<file path="config.mk">
export PLATFORM = sky130hd
export DESIGN_NAME = ssp_port
export DESIGN_NICKNAME = d
export VERILOG_FILES = /design/src/hw/ssp_pkg.sv /design/src/hw/ssp_port.sv
export VERILOG_INCLUDE_DIRS = /design/src /design/src/hw
export SDC_FILE = /design/constraint.sdc
export NUM_CORES = 1
export LEC_CHECK = 0
export BUFFER_PORTS_ARGS = -buffer_cell sky130_fd_sc_hd__clkbuf_2
export CORE_MARGIN = 5
export CORE_UTILIZATION = 55
export CTS_CLUSTER_DIAMETER = 60
export DETAILED_ROUTE_END_ITERATION = 8
export GPL_ROUTABILITY_DRIVEN = 0
export MAX_ROUTING_LAYER = met4
export PLACE_DENSITY = 0.75
export SYNTH_ARGS = -nofsm -noshare
export SYNTH_HDL_FRONTEND = slang
export SYNTH_SLANG_ARGS = --single-unit
</file>
<file path="constraint.sdc">
create_clock -name clock -period 10.84 [get_ports clock]
set_input_delay 0.542 -clock clock [delete_from_list [all_inputs] [get_ports clock]]
set_output_delay 0.542 -clock clock [all_outputs]
set_load 0.005 [all_outputs]
</file>
<file path="src/hw/ssp_params.svh">
`ifndef SSP_PARAMS_SVH
`define SSP_PARAMS_SVH
// =====================================================================
// Widths
`define SSP_W           32
`define SSP_KW          6
`define SSP_CW          10
// =====================================================================
// Frame sizes in bits
`define SSP_SPI_MIN_M1  4'h3
`define SSP_SPI_MIN     6'h04
`define SSP_SPI_MAX     6'h10
`define SSP_SLOT16      6'h10
`define SSP_BITS24      6'h18
`define SSP_SLOT32      6'h20
`define SSP_PHIL_DELAY  6'h01
// =====================================================================
// Clock division: the SPI half period is this value shifted left by the divider.
`define SSP_SPI_HALF0   10'h002
// =====================================================================
// Master sample delay equals the input synchroniser depth.
`define SSP_SYNC_LAT    2
`endif

</file>
<file path="src/hw/ssp_pkg.sv">
// =====================================================================
// Shared types of the serial port.
package ssp_pkg;
  typedef enum logic [1:0] {SSP_STD_PHILIPS = 2'h0, SSP_STD_MSB = 2'h1,
                            SSP_STD_LSB = 2'h2, SSP_STD_PCM = 2'h3} ssp_std_e;
  typedef enum logic [1:0] {SSP_ALEN_16 = 2'h0, SSP_ALEN_24 = 2'h1, SSP_ALEN_32 = 2'h2} ssp_alen_e;
  typedef enum logic {SSP_IDLE = 1'b0, SSP_RUN = 1'b1} ssp_st_e;
  typedef struct packed {
    logic      enable;
    logic      master;
    logic      half_duplex;
    logic      half_tx;
    logic      cpol;
    logic [2:0] spi_div;
    logic [3:0] spi_len_m1;
    logic      audio_en;
    ssp_std_e  std;
    ssp_alen_e alen;
    logic      audio_ch32;
    logic [7:0] audio_div;
    logic      mclk_en;
  } ssp_cfg_s;
  typedef struct packed {
    logic sck;
    logic mosi;
    logic miso;
    logic sel;
  } ssp_pin_s;
endpackage

</file>
<file path="src/hw/ssp_port.sv">
`timescale 1ns/1ns
`default_nettype none
`include "ssp_params.svh"
// =====================================================================
module ssp_port #(
  parameter bit FIRST_SERIAL_PORT = 1'b1  // Only the first port may run audio framing.
) (
  input  wire logic              clock,         // Bus clock, 20 MHz.
  input  wire logic              reset,         // Asynchronous reset, active high.
  input  wire ssp_pkg::ssp_cfg_s cfg,           // Static configuration.
  input  wire logic [`SSP_W-1:0] tx_data,       // Word to send, low aligned.
  input  wire logic              tx_valid,      // Word to send is offered.
  output var  logic              tx_ready,      // Holding register is free.
  output var  logic [`SSP_W-1:0] rx_data,       // Received word, low aligned.
  output var  logic              rx_valid,      // Received word is offered.
  input  wire logic              rx_ready,      // Receiver takes the word.
  output var  logic              overrun,       // Sticky: a received word was dropped.
  input  wire logic              overrun_clear, // Clears the overrun flag.
  input  wire ssp_pkg::ssp_pin_s pin_in,        // Pin levels; sel is the target_select_line or word select.
  output var  ssp_pkg::ssp_pin_s pin_out,       // Pin drive values.
  output var  ssp_pkg::ssp_pin_s pin_oe,        // Pin output enables, high drives.
  output var  logic              mclk_out       // Audio master clock.
);
  import ssp_pkg::*;

  // =====================================================================
  // Input synchronisers
  ssp_pin_s meta_r, sync_r;
  logic     sck_d_r, sel_d_r, ws_prev_r;

  // Two flops per pin, plus delayed copies of sck and sel for edge detection; meta_r is not read by logic.
  always_ff @(posedge clock or posedge reset)
  begin
    if (reset)
    begin
      meta_r  <= '0;
      sync_r  <= '0;
      sck_d_r <= 1'b0;
      sel_d_r <= 1'b1;
    end
    else
    begin
      meta_r  <= pin_in;
      sync_r  <= meta_r;
      sck_d_r <= sync_r.sck;
      sel_d_r <= sync_r.sel;
    end
  end

  // =====================================================================
  // Configuration decode
  logic [3:0]          spi_len;
  logic [`SSP_KW-1:0]  spi_bits, aud_dl, dl, slot, start;
  logic [7:0]          adiv;
  logic [`SSP_CW-1:0]  half_len;
  logic                audio, ch32, tx_on, rx_on, master, en, cpol_eff;
  assign audio    = cfg.audio_en & FIRST_SERIAL_PORT;
  assign master   = cfg.master;
  assign en       = cfg.enable;
  assign cpol_eff = cfg.cpol & ~audio;
  assign spi_len  = (cfg.spi_len_m1 < `SSP_SPI_MIN_M1) ? `SSP_SPI_MIN_M1 : cfg.spi_len_m1;
  assign spi_bits = {2'h0, spi_len} + 6'h01;
  assign ch32     = cfg.audio_ch32 | (cfg.alen != SSP_ALEN_16);
  assign aud_dl   = (cfg.alen == SSP_ALEN_16) ? `SSP_SLOT16 : (cfg.alen == SSP_ALEN_24) ? `SSP_BITS24 : `SSP_SLOT32;
  assign dl       = audio ? aud_dl : spi_bits;
  assign slot     = audio ? (ch32 ? `SSP_SLOT32 : `SSP_SLOT16) : spi_bits;
  // Philips and PCM data start one bit after the word select edge; LSB mode pads at the front.
  assign start    = !audio ? '0 : (cfg.std == SSP_STD_LSB) ? slot - dl :
                    (cfg.std == SSP_STD_MSB) ? '0 : `SSP_PHIL_DELAY;
  assign adiv     = (cfg.audio_div == 8'h00) ? 8'h01 : cfg.audio_div;
  // Audio bit clock is a quarter of the master clock: 64 bit clocks per stereo frame with 32-bit slots, 32 with 16-bit slots.
  assign half_len = audio ? {adiv, 2'h0} : (`SSP_SPI_HALF0 << cfg.spi_div);
  // Audio is always half duplex; half_tx picks the direction.
  assign tx_on    = audio ? cfg.half_tx : (~cfg.half_duplex | cfg.half_tx);
  assign rx_on    = audio ? ~cfg.half_tx : (~cfg.half_duplex | ~cfg.half_tx);

  // =====================================================================
  // Bit clock events
  ssp_st_e             st_r, st_nxt;
  ssp_pin_s            pin_out_r, pin_oe_r, out_nxt, oe_nxt;
  logic [`SSP_CW-1:0]  cnt_r, gap_r, mgap_r;
  logic [`SSP_SYNC_LAT-1:0] lead_dly_r;
  logic [7:0]          mc_cnt_r;
  logic                m_tick, m_lead, m_trail, s_edge, s_act, s_lead, s_trail, samp, shift, act;
  logic                restart, rx_bit, m_start, m_stop, s_begin, begin_ev, go_ok, rx_room, mc_tog, mclk_r;
  assign m_tick  = (st_r == SSP_RUN) & master & (cnt_r == half_len - 10'h001);
  assign m_lead  = m_tick & (pin_out_r.sck == cpol_eff);
  assign m_trail = m_tick & (pin_out_r.sck != cpol_eff);
  assign s_edge  = sync_r.sck ^ sck_d_r;
  assign s_act   = en & (audio | ~sync_r.sel);  // target_select_line is active low
  assign s_lead  = ~master & s_act & s_edge & (sync_r.sck != cpol_eff);
  assign s_trail = ~master & s_act & s_edge & (sync_r.sck == cpol_eff);
  // Master samples after the synchroniser delay so the pin value matches the leading edge.
  assign samp    = master ? lead_dly_r[`SSP_SYNC_LAT-1] : s_lead;
  assign shift   = master ? m_trail : s_trail;
  assign act     = master ? (st_r == SSP_RUN) : s_act;
  assign rx_bit  = (audio | (~master ^ cfg.half_duplex)) ? sync_r.mosi : sync_r.miso;
  // Target word alignment restarts on the word select edge seen at a sample.
  assign restart = audio & s_lead & ((cfg.std == SSP_STD_PCM) ? (sync_r.sel & ~ws_prev_r)
                                                              : (sync_r.sel ^ ws_prev_r));

  // =====================================================================
  // Bit position and data selection
  logic [`SSP_KW-1:0] k_r, k_samp, k_nxt, k_a, idx_s, bi;
  logic [`SSP_W-1:0]  tx_sh_r, rx_sh_r, tx_hold_r, ld_word, w_a, rx_word, rx_mask;
  logic [`SSP_W-1:0]  spare_r;
  logic               spare_v_r;
  logic               k_last, in_s, in_a, push, load, ch_r, ch_a, ws_a, tx_full_r, tx_take;
  logic               rx_full, pop, push_ok;
  assign k_samp  = restart ? '0 : k_r;
  assign idx_s   = k_samp - start;
  assign in_s    = (k_samp >= start) & (idx_s < dl);
  assign push    = samp & rx_on & in_s & (idx_s == dl - 6'h01);
  assign rx_mask = {`SSP_W{1'b1}} >> (`SSP_SLOT32 - dl);
  assign rx_word = {rx_sh_r[`SSP_W-2:0], rx_bit} & rx_mask;
  assign k_last  = (k_r == slot - 6'h01);
  assign k_nxt   = k_last ? '0 : k_r + 6'h01;
  assign rx_full = rx_valid & spare_v_r;
  assign pop     = rx_valid & rx_ready;
  // Room is checked including a word landing this very cycle, so an SPI master never overruns; an audio master does not check it.
  assign rx_room = ~rx_valid | (~spare_v_r & ~push);
  assign go_ok   = (~tx_on | tx_full_r) & (~rx_on | rx_room);
  assign m_start = (st_r == SSP_IDLE) & en & master & (audio | go_ok);
  assign m_stop  = m_trail & k_last & ~audio & ~go_ok;
  assign s_begin = ~master & ~audio & en & ~sync_r.sel & sel_d_r;
  assign begin_ev = m_start | s_begin;
  assign load    = s_begin | (m_start & (start == '0)) | (shift & (k_nxt == start) & ~m_stop);
  assign tx_take = load & tx_on & tx_full_r;
  assign ld_word = (tx_on & tx_full_r) ? tx_hold_r : '0;
  assign w_a     = load ? ld_word : tx_sh_r;
  assign k_a     = begin_ev ? '0 : k_nxt;
  assign bi      = dl - 6'h01 - (k_a - start);
  assign in_a    = (k_a >= start) & ((k_a - start) < dl);
  assign ch_a    = begin_ev ? 1'b0 : (k_last ? ~ch_r : ch_r);
  // Philips: low is left. MSB and LSB: high is left. PCM: one-bit pulse before the frame.
  assign ws_a    = (cfg.std == SSP_STD_PHILIPS) ? ch_a :
                   (cfg.std == SSP_STD_PCM) ? ((k_a == '0) & ~ch_a) : ~ch_a;
  assign mc_tog  = audio & master & cfg.mclk_en & (st_r == SSP_RUN) & (mc_cnt_r == adiv - 8'h01);

  // =====================================================================
  // Master sequencer
  always_comb
  begin
    unique case (st_r)
      SSP_IDLE: st_nxt = m_start ? SSP_RUN : SSP_IDLE;
      SSP_RUN:  st_nxt = (m_stop | ~en | ~master) ? SSP_IDLE : SSP_RUN;
    endcase
  end

  // Pin drive values and enables, registered so every pin comes from a flop.
  assign out_nxt.sck  = (st_nxt == SSP_RUN) ? (pin_out_r.sck ^ m_tick) : cpol_eff;
  assign out_nxt.mosi = ~en ? 1'b0 : (shift | begin_ev) ? (in_a & w_a[bi[4:0]]) : pin_out_r.mosi;
  assign out_nxt.miso = out_nxt.mosi;
  assign out_nxt.sel  = audio ? ((master & (shift | m_start)) ? ws_a : pin_out_r.sel) : (st_nxt != SSP_RUN);
  assign oe_nxt.sck   = en & master;
  assign oe_nxt.mosi  = en & tx_on & (master | audio);
  assign oe_nxt.miso  = en & tx_on & ~master & ~audio & ~sync_r.sel;
  assign oe_nxt.sel   = en & master;

  // Sequencer state, pins and bit clock divider.
  always_ff @(posedge clock or posedge reset)
  begin
    if (reset)
    begin
      st_r       <= SSP_IDLE;
      pin_out_r  <= '{sck: 1'b0, mosi: 1'b0, miso: 1'b0, sel: 1'b1};
      pin_oe_r   <= '0;
      cnt_r      <= '0;
      lead_dly_r <= '0;
    end
    else
    begin
      st_r       <= st_nxt;
      pin_out_r  <= out_nxt;
      pin_oe_r   <= oe_nxt;
      cnt_r      <= (begin_ev | m_tick | (st_r != SSP_RUN)) ? '0 : cnt_r + 10'h001;
      lead_dly_r <= {lead_dly_r[`SSP_SYNC_LAT-2:0], m_lead};
    end
  end

  // Bit position, channel and shift registers.
  always_ff @(posedge clock or posedge reset)
  begin
    if (reset)
    begin
      k_r       <= '0;
      ch_r      <= 1'b0;
      tx_sh_r   <= '0;
      rx_sh_r   <= '0;
      ws_prev_r <= 1'b0;
    end
    else
    begin
      k_r       <= (~act | begin_ev | restart) ? '0 : shift ? k_nxt : k_r;
      ch_r      <= (~act | begin_ev) ? 1'b0 : (shift & k_last) ? ~ch_r : ch_r;
      tx_sh_r   <= load ? ld_word : tx_sh_r;
      rx_sh_r   <= (samp & in_s) ? rx_word : rx_sh_r;
      ws_prev_r <= s_lead ? sync_r.sel : ws_prev_r;
    end
  end

  // Audio master clock: toggles every adiv cycles, four per bit clock half period.
  always_ff @(posedge clock or posedge reset)
  begin
    if (reset)
    begin
      mc_cnt_r <= '0;
      mclk_r   <= 1'b0;
    end
    else
    begin
      mc_cnt_r <= (begin_ev | (st_r != SSP_RUN) | mc_tog) ? '0 : mc_cnt_r + 8'h01;
      mclk_r   <= (audio & master & cfg.mclk_en & (st_r == SSP_RUN)) ? (mclk_r ^ mc_tog) : 1'b0;
    end
  end
  assign mclk_out = mclk_r;
  assign pin_out  = pin_out_r;
  assign pin_oe   = pin_oe_r;

  // =====================================================================
  // Transmit holding register and two-entry receive buffer
  assign push_ok = push & (~rx_full | pop);

  // Holding register; ready is registered, so one word is taken per free slot.
  always_ff @(posedge clock or posedge reset)
  begin
    if (reset)
    begin
      tx_full_r <= 1'b0;
      tx_hold_r <= '0;
      tx_ready  <= 1'b0;
    end
    else
    begin
      tx_full_r <= (tx_full_r & ~tx_take) | (tx_valid & tx_ready);
      tx_hold_r <= (tx_valid & tx_ready) ? tx_data : tx_hold_r;
      tx_ready  <= ~((tx_full_r & ~tx_take) | (tx_valid & tx_ready));
    end
  end

  // A target or audio port cannot stall the far side, so a word arriving while both entries are full is dropped unless one is popped in the same cycle.
  always_ff @(posedge clock or posedge reset)
  begin
    if (reset)
    begin
      rx_valid  <= 1'b0;
      rx_data   <= '0;
      spare_v_r <= 1'b0;
      spare_r   <= '0;
      overrun   <= 1'b0;
    end
    else
    begin
      rx_valid  <= (rx_valid & ~pop) | spare_v_r | push_ok;
      rx_data   <= (pop | ~rx_valid) ? (spare_v_r ? spare_r : rx_word) : rx_data;
      spare_v_r <= (spare_v_r & ~pop) | (push_ok & rx_valid & (~pop | spare_v_r));
      spare_r   <= (push_ok & rx_valid & (~pop | spare_v_r)) ? rx_word : spare_r;
      overrun   <= (push & rx_full & ~pop) | (overrun & ~overrun_clear);
    end
  end

  // =====================================================================
  // Checks
  always_ff @(posedge clock or posedge reset)
  begin
    if (reset)
    begin
      gap_r  <= '0;
      mgap_r <= '0;
    end
    else
    begin
      gap_r  <= (begin_ev | m_tick) ? 10'h001 : gap_r + 10'h001;
      mgap_r <= (begin_ev | mc_tog) ? 10'h001 : mgap_r + 10'h001;
    end
  end
endmodule // ssp_port
`default_nettype wire

</file>
* Word level (Yosys, flattened, before mapping)
Index checks and enable logic that the tools add are counted.
Storage, ports and cells: flip-flop bits (word level) 210, output and inout bits 44
Cells by class: bitwise logic cells 124, reductions and logical operators 8, add/sub/neg operators 13, multiplexer cells 45, shift-type cells 2, magnitude comparators 6, equality and inequality tests 15
Operators with widths (number):
- 32-bit two-way mux | 3
- 6-bit two-way mux | 12
- 1-bit AND | 63
- 32-bit AND | 1
- 32-bit by 6-bit >> shifter with 32-bit output, first input constant | 1
- 1-bit bitwise OR | 31
- 1-bit inverter | 24
- 1-bit two-way mux | 23
- 10-bit two-way mux | 2
- 6-bit equality test | 3
- 6-bit subtractor | 3
- 8-bit two-way mux | 2
- 6-bit greater-or-equal comparator | 2
- 6-bit zero test | 2
- 6-bit less-than comparator | 2
- 6-bit by 1-bit subtractor with 6-bit output, second input constant | 2
- 10-bit by 1-bit adder with 10-bit output, second input constant | 1
- 10-bit equality test | 1
- 2-bit by 3-bit left shift with 10-bit output, first input constant | 1
- 10-bit by 1-bit subtractor with 10-bit output, second input constant | 1
- 8-bit by 1-bit adder with 8-bit output, second input constant | 1
- 8-bit equality test | 1
- 8-bit zero test | 1
- 8-bit by 1-bit subtractor with 8-bit output, second input constant | 1
- 17 further kinds | 29

* Depth between registers and ports, before layout
Gate-level depths: netlist of the first run.
word-level depth 30, depth in mapped cells 39

* Least setup slack after synthesis of the first run
No wires, ideal clock.
path kind in2reg, start point input cfg[17] (netlist bit), end point register pin_out_r (netlist bit pin_out[1]), setup time 0.130 ns, setup slack 3.430 ns, stages on the path 33, data required time 10.710 ns, arrival 7.280 ns, cell sequence buf_2 clkbuf_1 o21ai_0 ha_1 and4b_1 nor2_1 ha_1 xnor2_1 nand3_1 ha_1 nor2b_1 o2bb2ai_1 a211oi_1 inv_1 ha_1 a21oi_1 a21boi_0 a211oi_2 and4_1 a31oi_1 nor2_1 nand2_1 ha_1 ha_1 inv_1 fa_1 clkbuf_1 clkbuf_1 mux4_2 a2111oi_0 a22oi_1 o2111ai_1 o31ai_2
On the way: longest elaborated chain between the ends 28, elaborated cells between the ends (all ways) 53
Ends and longest elaborated chain:
- start: declaration | RTL line ssp_port.sv:10 | input wire ssp_pkg::ssp_cfg_s cfg,
- 4-bit by 2-bit less-than comparator with 1-bit output (no source line)
- 4-bit two-way mux * | RTL line ssp_port.sv:61 | assign spi_len = (cfg.spi_len_m1 < `SSP_SPI_MIN_M1) ? `SSP_SPI_MIN_M1 : cfg.spi_len_m1;
- 4-bit by 1-bit adder with 5-bit output * | RTL line ssp_port.sv:62 | assign spi_bits = {2'h0, spi_len} + 6'h01;
- 6-bit two-way mux, on equally long branches | RTL line ssp_port.sv:66, ssp_port.sv:65
- 6-bit subtractor | RTL line ssp_port.sv:68 | assign start = !audio ? '0 : (cfg.std == SSP_STD_LSB) ? slot - dl :
- 6-bit two-way mux (no source line) (2 in a row)
- 6-bit subtractor | RTL line ssp_port.sv:111 | assign idx_s = k_samp - start;
- 6-bit less-than comparator | RTL line ssp_port.sv:112 | assign in_s = (k_samp >= start) & (idx_s < dl);
- (+10 left out)
- 1-bit bitwise OR, or another cell as far along | RTL line ssp_port.sv:126 | assign begin_ev = m_start | s_begin;
- 6-bit two-way mux, or another cell as far along | RTL line ssp_port.sv:131 | assign k_a = begin_ev ? '0 : k_nxt;
- 6-bit subtractor or 1-bit bitwise OR (tied branches) | RTL line ssp_port.sv:133, ssp_port.sv:127
- 5-bit subtractor or 32-bit two-way mux (tied branches)
- 1-bit binary-select mux with 5-bit select | RTL line ssp_port.sv:152 | assign out_nxt.mosi = ~en ? 1'b0 : (shift | begin_ev) ? (in_a & w_a[bi[4:0]]) : pin_out_r.mosi;
- 1-bit two-way mux (implied by the code) | RTL line ssp_port.sv:152
- 1-bit AND | RTL line ssp_port.sv:152
- 1-bit two-way mux (2 in a row) | RTL line ssp_port.sv:152
- end signal: assignment | RTL line ssp_port.sv:166 | pin_out_r <= '{sck: 1'b0, mosi: 1'b0, miso: 1'b0, sel: 1'b1};
- end signal: assignment | RTL line ssp_port.sv:174 | pin_out_r <= out_nxt;
- end: declaration | RTL line ssp_port.sv:80 | ssp_pin_s pin_out_r, pin_oe_r, out_nxt, oe_nxt;
Every way passes the cells marked *; elsewhere a longest branch is shown, timed or not. The select of a mux whose other input is x is not followed. A chain may end at the register's enable or synchronous reset.

* Worst setup path in the final report of the first run
Ends and elaborated chain as after synthesis.

==> summary.log, run 1 <==
[synthesis] flip-flop and latch count after synthesis 210
[power] sequential fraction of design power 42.9%
[final_layout] most frequent cells in the layout dfrtp_1, nand2_1, o21ai_0, clkbuf_2, nor2_1
[timing] maximum frequency from static timing analysis 113 MHz
[status] outcome completed
[timing] post-layout min period 8.84 ns
[die] floorplan core area 21,800 um2
[synthesis] count of flip-flops with a built-in enable after synthesis 0
[drt] initial drt markers 886
[final_layout] register area 5260 um2
[critical_path] CP max stage delay 1.17 ns
[drt] DR vias/cell 5.81
[timing] setup violation total in the final timing report 0
[synthesis] Cell variety after synth 88
[timing] crit path setup slack, layout 2.00 ns
[timing] RSZ-0062 raised after global routing false
[critical_path] count of buffering cells on the critical path with inverters included 4
[die] DIE WIDTH 159 um
[timing] clk_skew 0.0180 ns
[critical_path] family with the most delay on the worst path adder cells
[grt] maximum number of pins on one net before global-route repair 149
[critical_path] startpoint types input port
[timing] Max-slew headroom 21.9%
[die] Initial Util 55.8%
[synthesis] synthesized instance count 1,333
[power] Leakage 6.16 nW
[grt] vias in the first global route 9,798
[critical_path] data required time of the worst path 11.23 ns
[final_layout] net count reported at finish 1,499
[final_layout] area of the multi-input gates 6320 um2
[critical_path] Max Fanout on Critical Path 39
[power] Power Density 196 nW/um2
[drt] routed via count 9,808
[critical_path] arrival time of the worst setup path 9.23 ns
[grt] GR met3 Demand/Resource 3.32%
[critical_path] setup slack of the worst register-to-register path 2.58 ns
[clock_tree] htree depth 1
[timing] Worst-Margin Slew 1.17 ns
[drt] sum of routed wire length over all layers 29,000 um
[grt] met1 global-route usage 32.6%
[power] switch share 31.3%
[clock_tree] number of buffers created by CTS 24
[synthesis] sequential area share after synthesis 43.2%
[timing] Fin. Hold Viols 0
[clock_tree] clk sink count 210
[synthesis] Async S/R FF share, synth 100%
[synthesis] number of warnings issued by yosys 0
[final_layout] most common cell after layout, fill and taps aside dfrtp_1
[critical_path] Crit. End Element register
[grt] busiest layer in global routing met2
[timing] fin. max-slew vios 0
[clock_tree] Post-CTS Setup Inserts 0
[timing] setup total negative slack 0 ns
[clock_tree] number of buffers on the longest clock path 3
[grt] global-route track usage on met2 35.3%
[final_layout] Layout fillers 1,858
[power] portion of total power attributed to the clock network 31.0%
[final_layout] layout-stage area growth over the synthesis result 11.8%
[drt] WL/cell 17.2 um
[run] Max-cap violations 0
[clock_tree] register clock-pin slew on the reported worst setup and hold paths 0.06 ns
[placed_design] number of port buffers 111
[placed_design] total half-perimeter wirelength after legalization and detailed placement 20,600 um
[power] fraction of power consumed by combinational cells 26.1%
[critical_path] Crit Path Category input port to register
[critical_path] most repeated library cell on the critical path ha_1
[placed_design] post-placement setup slack 1.66 ns
[drt] detailed-routing iteration count for the pre-antenna-repair pass 5
[drt] residual DRC count 0
[grt] total track usage 23.3%
[timing] crit share post-route 81.6%
[die] Ports 112
[synthesis] nets in the synthesized netlist 1,440
[clock_tree] Hold Buf Count CTS 0
[synthesis] synthesized area per cell 9.13 um2
[die] total die area 25,200 um2
[grt] total gr overflow 0
[power] power dissipated by switching net loads 0.834 mW
[final_layout] fraction of final layout cells with drive strength greater than 1 17.7%
[die] placement row count 54
[worst_hold_path] hold crit path type input port to register
[critical_path] cell type of the slowest stage on the worst timing path fa_1
[clock_tree] count of instances resized after the clock tree is built 0
[clock_tree] clock tree from TritonCTS yes
[clock_tree] later-pin clock latency in the skew report 0.52 ns
[grt] antenna violations before repair 1
[grt] first-pass GRT wire length 49,400 um
[synthesis] area of the mapped netlist 12,200 um2
[clock_tree] library cell used as clock root buffer clkbuf_16
[drt] residual antenna-violating net count after detailed routing 0
[synthesis] most common flop cell mapped by yosys dfrtp_1
[power] Worst VDD drop 0.151 mV
[power] Power Internal 1.83 mW
[die] die span in y 159 um
worst reg2reg max path: cells and delay by family, from the launching register on:
family / cells / cell delay, ns
buffers and inverters: 4 / 0.72
AOI/OAI and AO/OA: 13 / 2.58
DFF: 1 / 0.41
muxes: 1 / 0.43
and+or+nand+nor: 7 / 1.35
adders and majority gates: 7 / 2.65
cells by family (layout without fill, tap and decap cells):
group	after synthesis	in the layout	synth area share, %
compound gates	301	301	15.2
other cells	0	1	0
simple gates	467	467	18.2
mux	97	97	9.15
fa+ha+maj	39	39	4.07
buf+inv	147	221	5.00
flops	210	210	43.2
xor+xnor	72	72	5.18
state kept, by name (all words and copies together) (netlist names), 2 cells and up:
register and flops:
tx_sh_r 32, rx_data 32, pin_out 3, mc_cnt_r 8
meta_r 4, cnt_r 10, spare_r 32, k_r 6
rx_sh_r 31, lead_dly_r 2, sync_r 4, tx_hold_r 32
pin_oe 3
power by group through the flow:
| stage | sequential [mW] | combinational [mW] | clock [mW] |
|---|---|---|---|
| after floorplan | 1.11 | 0.513 | 0 |
| after global placement | 1.14 | 0.670 | 0 |
| after detailed placement | 1.16 | 0.694 | 0 |
| after CTS | 1.14 | 0.700 | 0.844 |
| after global routing | 1.17 | 0.785 | 0.879 |
| final | 1.14 | 0.696 | 0.827 |
path summary, 6_finish.rpt:
check                               from             to  depth (start not counted)
max in group asynchronous          reset      spare_v_r                          3
max reg2reg                    sync_r[0]     pin_out[1]                         32
min reg2reg                lead_dly_r[0]  lead_dly_r[1]                          0
max                              cfg[17]     pin_out[1]                         33
min in group asynchronous          reset    rx_data[15]                          2
min                            pin_in[0]      meta_r[0]                          1
per-layer routing:
layer	vias to the layer above	routed length (um)
met5	-	0
met2	312	13500
met1	4670	12900
met4	0	916
met3	76	1730
li1	4750	-
cells in the mapped netlist (all sizes together), types with 3 or more instances:
library cell | count | area, um2
nor2 | 103 | 394
nand2b | 10 | 62.6
mux4 | 6 | 135
nor2b | 17 | 106
mux2 | 54 | 608
inv | 61 | 229
a21oi | 68 | 340
a211oi | 7 | 57.6
a22oi | 3 | 22.5
nor3b | 4 | 30.0
o22ai | 4 | 25.0
o21a | 4 | 30.0
nor4bb | 3 | 30.0
clkbuf | 50 | 188
xor2 | 28 | 245
nand4 | 7 | 43.8
a21o | 7 | 52.6
a21boi | 3 | 22.5
a2111oi | 4 | 41.3
nand3 | 48 | 240
a31oi | 10 | 62.6
nand3b | 5 | 37.5
nor3 | 19 | 95.1
dfrtp | 208 | 5200
nand2 | 181 | 679
or2 | 12 | 75.1
and3 | 13 | 86.3
a32oi | 3 | 26.3
o221ai | 3 | 26.3
o2111ai | 4 | 41.3
nand4b | 3 | 26.3
nor4 | 3 | 18.8
mux2i | 37 | 370
o211ai | 16 | 125
o21bai | 3 | 22.5
buf | 35 | 188
ha | 38 | 475
and2 | 17 | 106
xnor2 | 44 | 385
o21ai | 134 | 671
o31ai | 7 | 57.6
or3 | 9 | 56.3
per-stage QoR:
stage | util (%) | cell area, um2 | instances | power (mW) | hold slack (ns)
floorplan | - | 12200 | 1333 | 1.63 | 0.331
global placement | 58.6 | 12800 | 1646 | 1.81 | 0.333
detailed placement | 58.6 | 12800 | 1646 | 1.85 | 0.336
CTS | 62.3 | 13600 | 1687 | 2.69 | 0.118
global route | 62.3 | 13600 | 1688 | 2.84 | 0.116
finish | 62.3 | 13600 | 1688 | 2.67 | 0.125
final cells by class:
class | instances | area share (%)
multi-input combinational | 976 | 46.5
sequential | 210 | 38.7
clock buffer | 33 | 5.26
timing repair buffer | 118 | 4.47
tap | 280 | 2.58
inverter | 62 | 1.77
clock inverter | 8 | 0.763
antenna | 1 | 0.0184
Note: power is estimated with default switching activity, not from simulation.
==> run 2: changes to the inputs <==
- PLACE_DENSITY: 0.75 -> 0.78
- clock period: 10.84 -> 7.68 ns (I/O delays scaled with it)
==> run 2 against run 1 <==
Effect of this change:
- sequential power grew 42%
- largest cell class unchanged
- clock power rose by 41%
- critical endpoint unchanged
- hold slack worse by 0.088 ns
==> summary.log, run 2 (same netlist as run 1, synthesis figures left out) <==
[grt] vias in the first global route 9,665 [was 9,798]
[die] Initial Util 55.8% [unchanged]
[grt] total gr overflow 0 [unchanged]
[grt] total track usage 23.1% [was 23.3%]
[final_layout] layout-stage area growth over the synthesis result 13.2% [was 11.8%]
[die] die span in y 159 um [unchanged]
[drt] initial drt markers 739 [was 886]
[critical_path] CP max stage delay 0.41 ns [was 1.17 ns]
[clock_tree] Post-CTS Setup Inserts 0 [unchanged]
[final_layout] net count reported at finish 1,520 [was 1,499]
[critical_path] cell type of the slowest stage on the worst timing path ha_1 [was fa_1]
[critical_path] R2R Path End pin_out[1] [unchanged]
[drt] detailed-routing iteration count for the pre-antenna-repair pass 5 [unchanged]
[die] DIE WIDTH 159 um [unchanged]
[critical_path] count of buffering cells on the critical path with inverters included 4 [unchanged]
[power] Worst VDD drop 0.259 mV [was 0.151 mV]
[critical_path] startpoint types input port [unchanged]
[drt] routed via count 9,894 [was 9,808]
[final_layout] final non-filler cell total 1,711 [was 1,688]
[clock_tree] register clock-pin slew on the reported worst setup and hold paths 0.06 ns [about the same]
[timing] RSZ-0062 raised after global routing false [unchanged]
[status] outcome completed [unchanged]
[clock_tree] clock tree from TritonCTS yes [unchanged]
[die] total die area 25,200 um2 [unchanged]
[placed_design] DP Cell Count 1,663 [was 1,646]
[drt] residual antenna-violating net count after detailed routing 0 [unchanged]
[worst_hold_path] hold crit path type input port to asynchronous set/reset pin [was input port to register]
[drt] sum of routed wire length over all layers 28,800 um [was 29,000 um]
[final_layout] most common cell after layout, fill and taps aside dfrtp_1 [unchanged]
[timing] maximum frequency from static timing analysis 141 MHz
[power] Leakage 6.25 nW [was 6.16 nW]
[clock_tree] library cell used as clock root buffer clkbuf_16 [unchanged]
[final_layout] final design instance area without fill 13,800 um2 [was 13,600 um2]
[clock_tree] clk sink count 210 [unchanged]
[final_layout] most frequent cells in the layout dfrtp_1, nand2_1, o21ai_0, clkbuf_2, nor2_1 [unchanged]
[die] placement row count 54 [unchanged]
[power] total power 3.78 mW [was 2.67 mW]
[timing] post-layout min period 7.07 ns
[grt] first-pass GRT wire length 48,600 um [was 49,400 um]
[critical_path] Max Fanout on Critical Path 8 [was 39]
[placed_design] number of port buffers 111 [unchanged]
[timing] clk_skew 0.0195 ns [was 0.0180 ns]
[clock_tree] htree depth 1 [unchanged]
[timing] Worst-Margin Slew 1.15 ns [was 1.17 ns]
[final_layout] fraction of final layout cells with drive strength greater than 1 18.7% [was 17.7%]
[drt] residual DRC count 0 [unchanged]
[timing] Max-slew headroom 23.2% [was 21.9%]
[run] Max-cap violations 0 [unchanged]
[critical_path] Crit. End Element register [unchanged]
[critical_path] arrival time of the worst setup path 7.49 ns [was 9.23 ns]
[timing] setup total negative slack 0 ns [unchanged]
[power] Power Density 275 nW/um2 [was 196 nW/um2]
[die] floorplan core area 21,800 um2 [unchanged]
[placed_design] total half-perimeter wirelength after legalization and detailed placement 20,400 um [was 20,600 um]
[grt] maximum number of pins on one net before global-route repair 125 [was 149]
[critical_path] most repeated library cell on the critical path ha_1 [unchanged]
[timing] crit share post-route 92.1%
[critical_path] setup slack of the worst register-to-register path 0.64 ns [was 2.58 ns]
[clock_tree] number of buffers on the longest clock path 3 [unchanged]
[placed_design] instance area at placement 12,900 um2 [was 12,800 um2]
[critical_path] Worst Setup SP cfg[16] [was cfg[17]]
[critical_path] Crit Path Category input port to register [unchanged]
[timing] Fin. Hold Viols 0 [unchanged]
[drt] DR vias/cell 5.78 [was 5.81]
[drt] WL/cell 16.8 um [was 17.2 um]
[critical_path] family with the most delay on the worst path compound AO/OA/AOI/OAI gates [was adder cells]
[final_layout] final standard cell utilization of the core 63.1% [was 62.3%]
[critical_path] data required time of the worst path 8.10 ns [was 11.23 ns]
[final_layout] total inserted antenna cells 0 [was 1]
[clock_tree] later-pin clock latency in the skew report 0.53 ns [was 0.52 ns]
[critical_path] startpoint of the lowest-slack register-to-register path sync_r[0] [unchanged]
[critical_path] depth of the worst register-to-register path 34 [was 32]
[clock_tree] number of buffers created by CTS 24 [unchanged]
[timing] fin. max-slew vios 0 [unchanged]
[grt] antenna violations before repair 0 [was 1]
[die] Ports 112 [unchanged]
[timing] setup violation total in the final timing report 0 [unchanged]
-- run 2: changes by cell type in the layout (fill, tap and decap cells not counted), sizes merged --
cell	before	now
diode	1	0
inv	62	64
clkinv	6	3
buf	7	24
dlygate4sd3	0	4
clkinvlp	0	2
clkbuf	144	146
-- run 2: timing repair --
item | in CTS | in global routing
endpoints found under the hold margin | 4 | 0
setup endpoints to repair | 0 | 1
hold buffers | 4 | 0
resized for setup | 0 | 4
-- run 2: stage by stage --
step | hold slack (ns) | setup WS (ns)
after detailed placement | 0.335 | 0.00486
after CTS | 0.0283 | 0.456
after floorplan | 0.331 | 0.428
after global placement | 0.335 | 0.366
final | 0.0373 | 0.610
after global routing | 0.0617 | 0.0513
-- run 2: cell type report --
class	count	area [um2]
clock buffers	35	692
well taps	280	350
clock inverters	9	128
multi-input cells	976	6330
fillers	1786	8040
inverters	62	240
flip-flops and latches	210	5260
repair buffers	139	776
-- run 2: how the worst max path moves through the flow --
stage,end,cells past startpoint,slack (ns)
2_1_floorplan,pin_out[1],33,0.43
3_3_place_gp,pin_out[1],38,0.37
3_5_place_dp,pin_out[1],38,0.005
4_1_cts,pin_out[1],38,0.46
5_1_grt,pin_out[1],30,0.05
6_report,pin_out[1],38,0.61
-- run 2: metal layers --
layer	GRT usage, %	up-vias	share of wire (%)
li1	-	4796	-
met1	32.4	4712	45
met2	35.2	328	45
met3	3.94	58	7.2
met4	5.63	0	2.3
met5	-	-	0
-- run 2: power by group --
group / internal, mW / switching (mW) / total [mW]
sequential: 1.42 / 0.198 / 1.62
combinational: 0.463 / 0.534 / 0.997
clock: 0.701 / 0.472 / 1.17
total: 2.58 / 1.20 / 3.78
==> run 3: changes to the inputs <==
- CELL_PAD_IN_SITES_DETAIL_PLACEMENT: unset -> 1
- CELL_PAD_IN_SITES_GLOBAL_PLACEMENT: unset -> 2
- CORE_MARGIN: 5 -> unset
- CORE_UTILIZATION: 55 -> 34
- HOLD_SLACK_MARGIN: unset -> 0.02
- PLACE_DENSITY: 0.78 -> unset
- PLACE_DENSITY_LB_ADDON: unset -> 0.1
==> run 3 against run 2 <==
Effect of this change:
- critical path depth down 9
- setup slack better by 0.038 ns
- clock skew down 0.0010 ns
- count of clock-buffer cells in the layout up 3
- die area up 45%
- global-route usage down 2.4 points
- non-clock buffer count up 18
- critical endpoint unchanged
- combinational power about the same
- via count up 0.21%
- hold slack better by 0.011 ns
- power up 4.7%
- first-iteration DRC count down 55%
==> summary.log, run 3 (same netlist as run 1, synthesis figures left out) <==
[die] die span in y 191 um [was 159 um]
[clock_tree] number of buffers on the longest clock path 3 [unchanged]
[final_layout] final non-filler cell total 1,911 [was 1,711]
[final_layout] layout-stage area growth over the synthesis result 17.4% [was 13.2%]
[drt] residual DRC count 0 [unchanged]
[power] Power Density 277 nW/um2 [was 275 nW/um2]
[drt] WL/cell 18.5 um [was 16.8 um]
[die] DIE WIDTH 191 um [was 159 um]
[run] Max-cap violations 0 [unchanged]
[drt] initial drt markers 334 [was 739]
[final_layout] total inserted antenna cells 0 [unchanged]
[critical_path] data required time of the worst path 8.12 ns [was 8.10 ns]
[status] outcome completed [unchanged]
[power] Leakage 6.39 nW [was 6.25 nW]
[timing] crit share post-route 91.6% [was 92.1%]
[drt] routed via count 9,915 [was 9,894]
[critical_path] family with the most delay on the worst path adder cells [was compound AO/OA/AOI/OAI gates]
[timing] setup violation total in the final timing report 0 [unchanged]
[timing] Worst-Margin Slew 1.12 ns [was 1.15 ns]
[die] placement row count 68 [was 54]
[grt] antenna violations before repair 0 [unchanged]
[final_layout] most frequent cells in the layout dfrtp_1, nand2_1, o21ai_0, clkbuf_2, nor2_1 [unchanged]
[die] total die area 36,600 um2 [was 25,200 um2]
[timing] setup total negative slack 0 ns [unchanged]
[timing] clk_skew 0.0184 ns [was 0.0195 ns]
[clock_tree] library cell used as clock root buffer clkbuf_16 [unchanged]
[critical_path] Crit. End Element register [unchanged]
[drt] DR vias/cell 5.19 [was 5.78]
[critical_path] cell type of the slowest stage on the worst timing path fa_1 [was ha_1]
[final_layout] fraction of final layout cells with drive strength greater than 1 19.6% [was 18.7%]
[grt] total track usage 20.7% [was 23.1%]
[die] Initial Util 34.9% [was 55.8%]
[worst_hold_path] hold crit path type input port to register [was input port to asynchronous set/reset pin]
[clock_tree] clock tree from TritonCTS yes [unchanged]
[die] Ports 112 [unchanged]
[clock_tree] register clock-pin slew on the reported worst setup and hold paths 0.06 ns [about the same]
[clock_tree] htree depth 1 [unchanged]
[drt] residual antenna-violating net count after detailed routing 0 [unchanged]
[timing] worst-case hold slack 0.0482 ns [was 0.0373 ns]
[clock_tree] Post-CTS Setup Inserts 0 [unchanged]
[final_layout] net count reported at finish 1,542 [was 1,520]
[clock_tree] number of buffers created by CTS 28 [was 24]
[placed_design] number of port buffers 111 [unchanged]
[grt] first-pass GRT wire length 58,100 um [was 48,600 um]
[grt] total gr overflow 0 [unchanged]
[critical_path] count of buffering cells on the critical path with inverters included 2 [was 4]
[power] Worst VDD drop 0.177 mV [was 0.259 mV]
[critical_path] startpoint types register [was input port]
[placed_design] DP Cell Count 1,848 [was 1,663]
[grt] vias in the first global route 10.5k [was 9,665]
[final_layout] Layout fillers 4,078 [was 1,786]
[timing] Max-slew headroom 25.4% [was 23.2%]
[critical_path] Crit Path Category register to register [was input port to register]
[clock_tree] clk sink count 210 [unchanged]
[critical_path] CP max stage delay 0.87 ns [was 0.41 ns]
[clock_tree] later-pin clock latency in the skew report 0.57 ns [was 0.53 ns]
[drt] detailed-routing iteration count for the pre-antenna-repair pass 4 [was 5]
[placed_design] total half-perimeter wirelength after legalization and detailed placement 25,700 um [was 20,400 um]
[timing] Fin. Hold Viols 0 [unchanged]
[critical_path] arrival time of the worst setup path 7.47 ns [was 7.49 ns]
[critical_path] setup slack of the worst register-to-register path 0.65 ns [was 0.64 ns]
[timing] post-layout min period 7.03 ns [was 7.07 ns]
[grt] maximum number of pins on one net before global-route repair 107 [was 125]
[critical_path] Max Fanout on Critical Path 11 [was 8]
[timing] RSZ-0062 raised after global routing false [unchanged]
[drt] sum of routed wire length over all layers 35,300 um [was 28,800 um]
[die] floorplan core area 34,900 um2 [was 21,800 um2]
[timing] maximum frequency from static timing analysis 142 MHz [was 141 MHz]
[final_layout] most common cell after layout, fill and taps aside dfrtp_1 [unchanged]
[critical_path] most repeated library cell on the critical path ha_1 [unchanged]
[timing] fin. max-slew vios 0 [unchanged]
==> run 3: changes by cell type in the layout (fill, tap and decap cells not counted), moves of 2 or more <==
cell           before  now
clkinv_4            0    3
buf_4              24   34
dlygate4sd3_1       4   12
clkinv_2            1    3
clkbuf_16          24   28
inv_8               3    1
==> run 3: report_power, final <==
group          internal (mW)  switching (mW)
sequential              1.42           0.210
combinational          0.472           0.547
clock                  0.792           0.525
total                   2.68            1.28
==> run 3: layout make-up <==
cell class,instances,area (um2),area share [%]
tap,455,569,3.98
clock buffer,38,788,5.52
sequential,210,5260,36.8
multi-input combinational,976,6340,44.4
timing repair buffer,157,931,6.51
clock inverter,13,163,1.14
inverter,62,240,1.68
==> run 3: worst paths after layout <==
check / start / end / cells after the start
max in group asynchronous: reset / rx_data[22] / 4
min: tx_data[7] / tx_hold_r[7] / 2
max: sync_r[0] / pin_out[1] / 29
min in group asynchronous: reset / meta_r[3] / 3
min reg2reg: meta_r[3] / sync_r[3] / 0
max reg2reg: sync_r[0] / pin_out[1] / 29
==> run 3: routing by layer <==
| layer | share of wire (%) | GRT usage, % | up-vias |
|---|---|---|---|
| met1 | 49 | 27.5 | 4865 |
| met5 | 0 | - | - |
| li1 | - | - | 4843 |
| met2 | 46 | 33.1 | 160 |
| met4 | 2.0 | 5.53 | 0 |
| met3 | 3.2 | 2.46 | 47 |
==> run 3: per-stage QoR <==
| step | util, % | cell area, um2 | setup slack (ns) | power (mW) |
|---|---|---|---|---|
| 6_report | 41.0 | 14300 | 0.648 | 3.96 |
| 5_1_grt | 41.0 | 14300 | 0.0440 | 4.24 |
| 4_1_cts | 40.9 | 14300 | 0.453 | 4.03 |
| 3_5_place_dp | 37.9 | 13200 | -0.0504 | 2.68 |
| 3_3_place_gp | 37.9 | 13200 | 0.206 | 2.65 |
| 2_1_floorplan | - | 12200 | 0.428 | 2.30 |
==> run 3: worst register-to-register path: cells and delay by family, from the launching register on <==
family          cells  cell delay, ns
fa+ha+maj           6            2.43
compound gates     13            2.18
simple gates        7            1.34
flops               1            0.42
mux                 1            0.39
buf+inv             2            0.17
==> run 3: timing repair <==
item,4_1_cts,5_1_grt
hold endpoints to repair,54,0
endpoints found under the setup margin,0,1
hold buffers,12,0
gates resized for setup,0,3
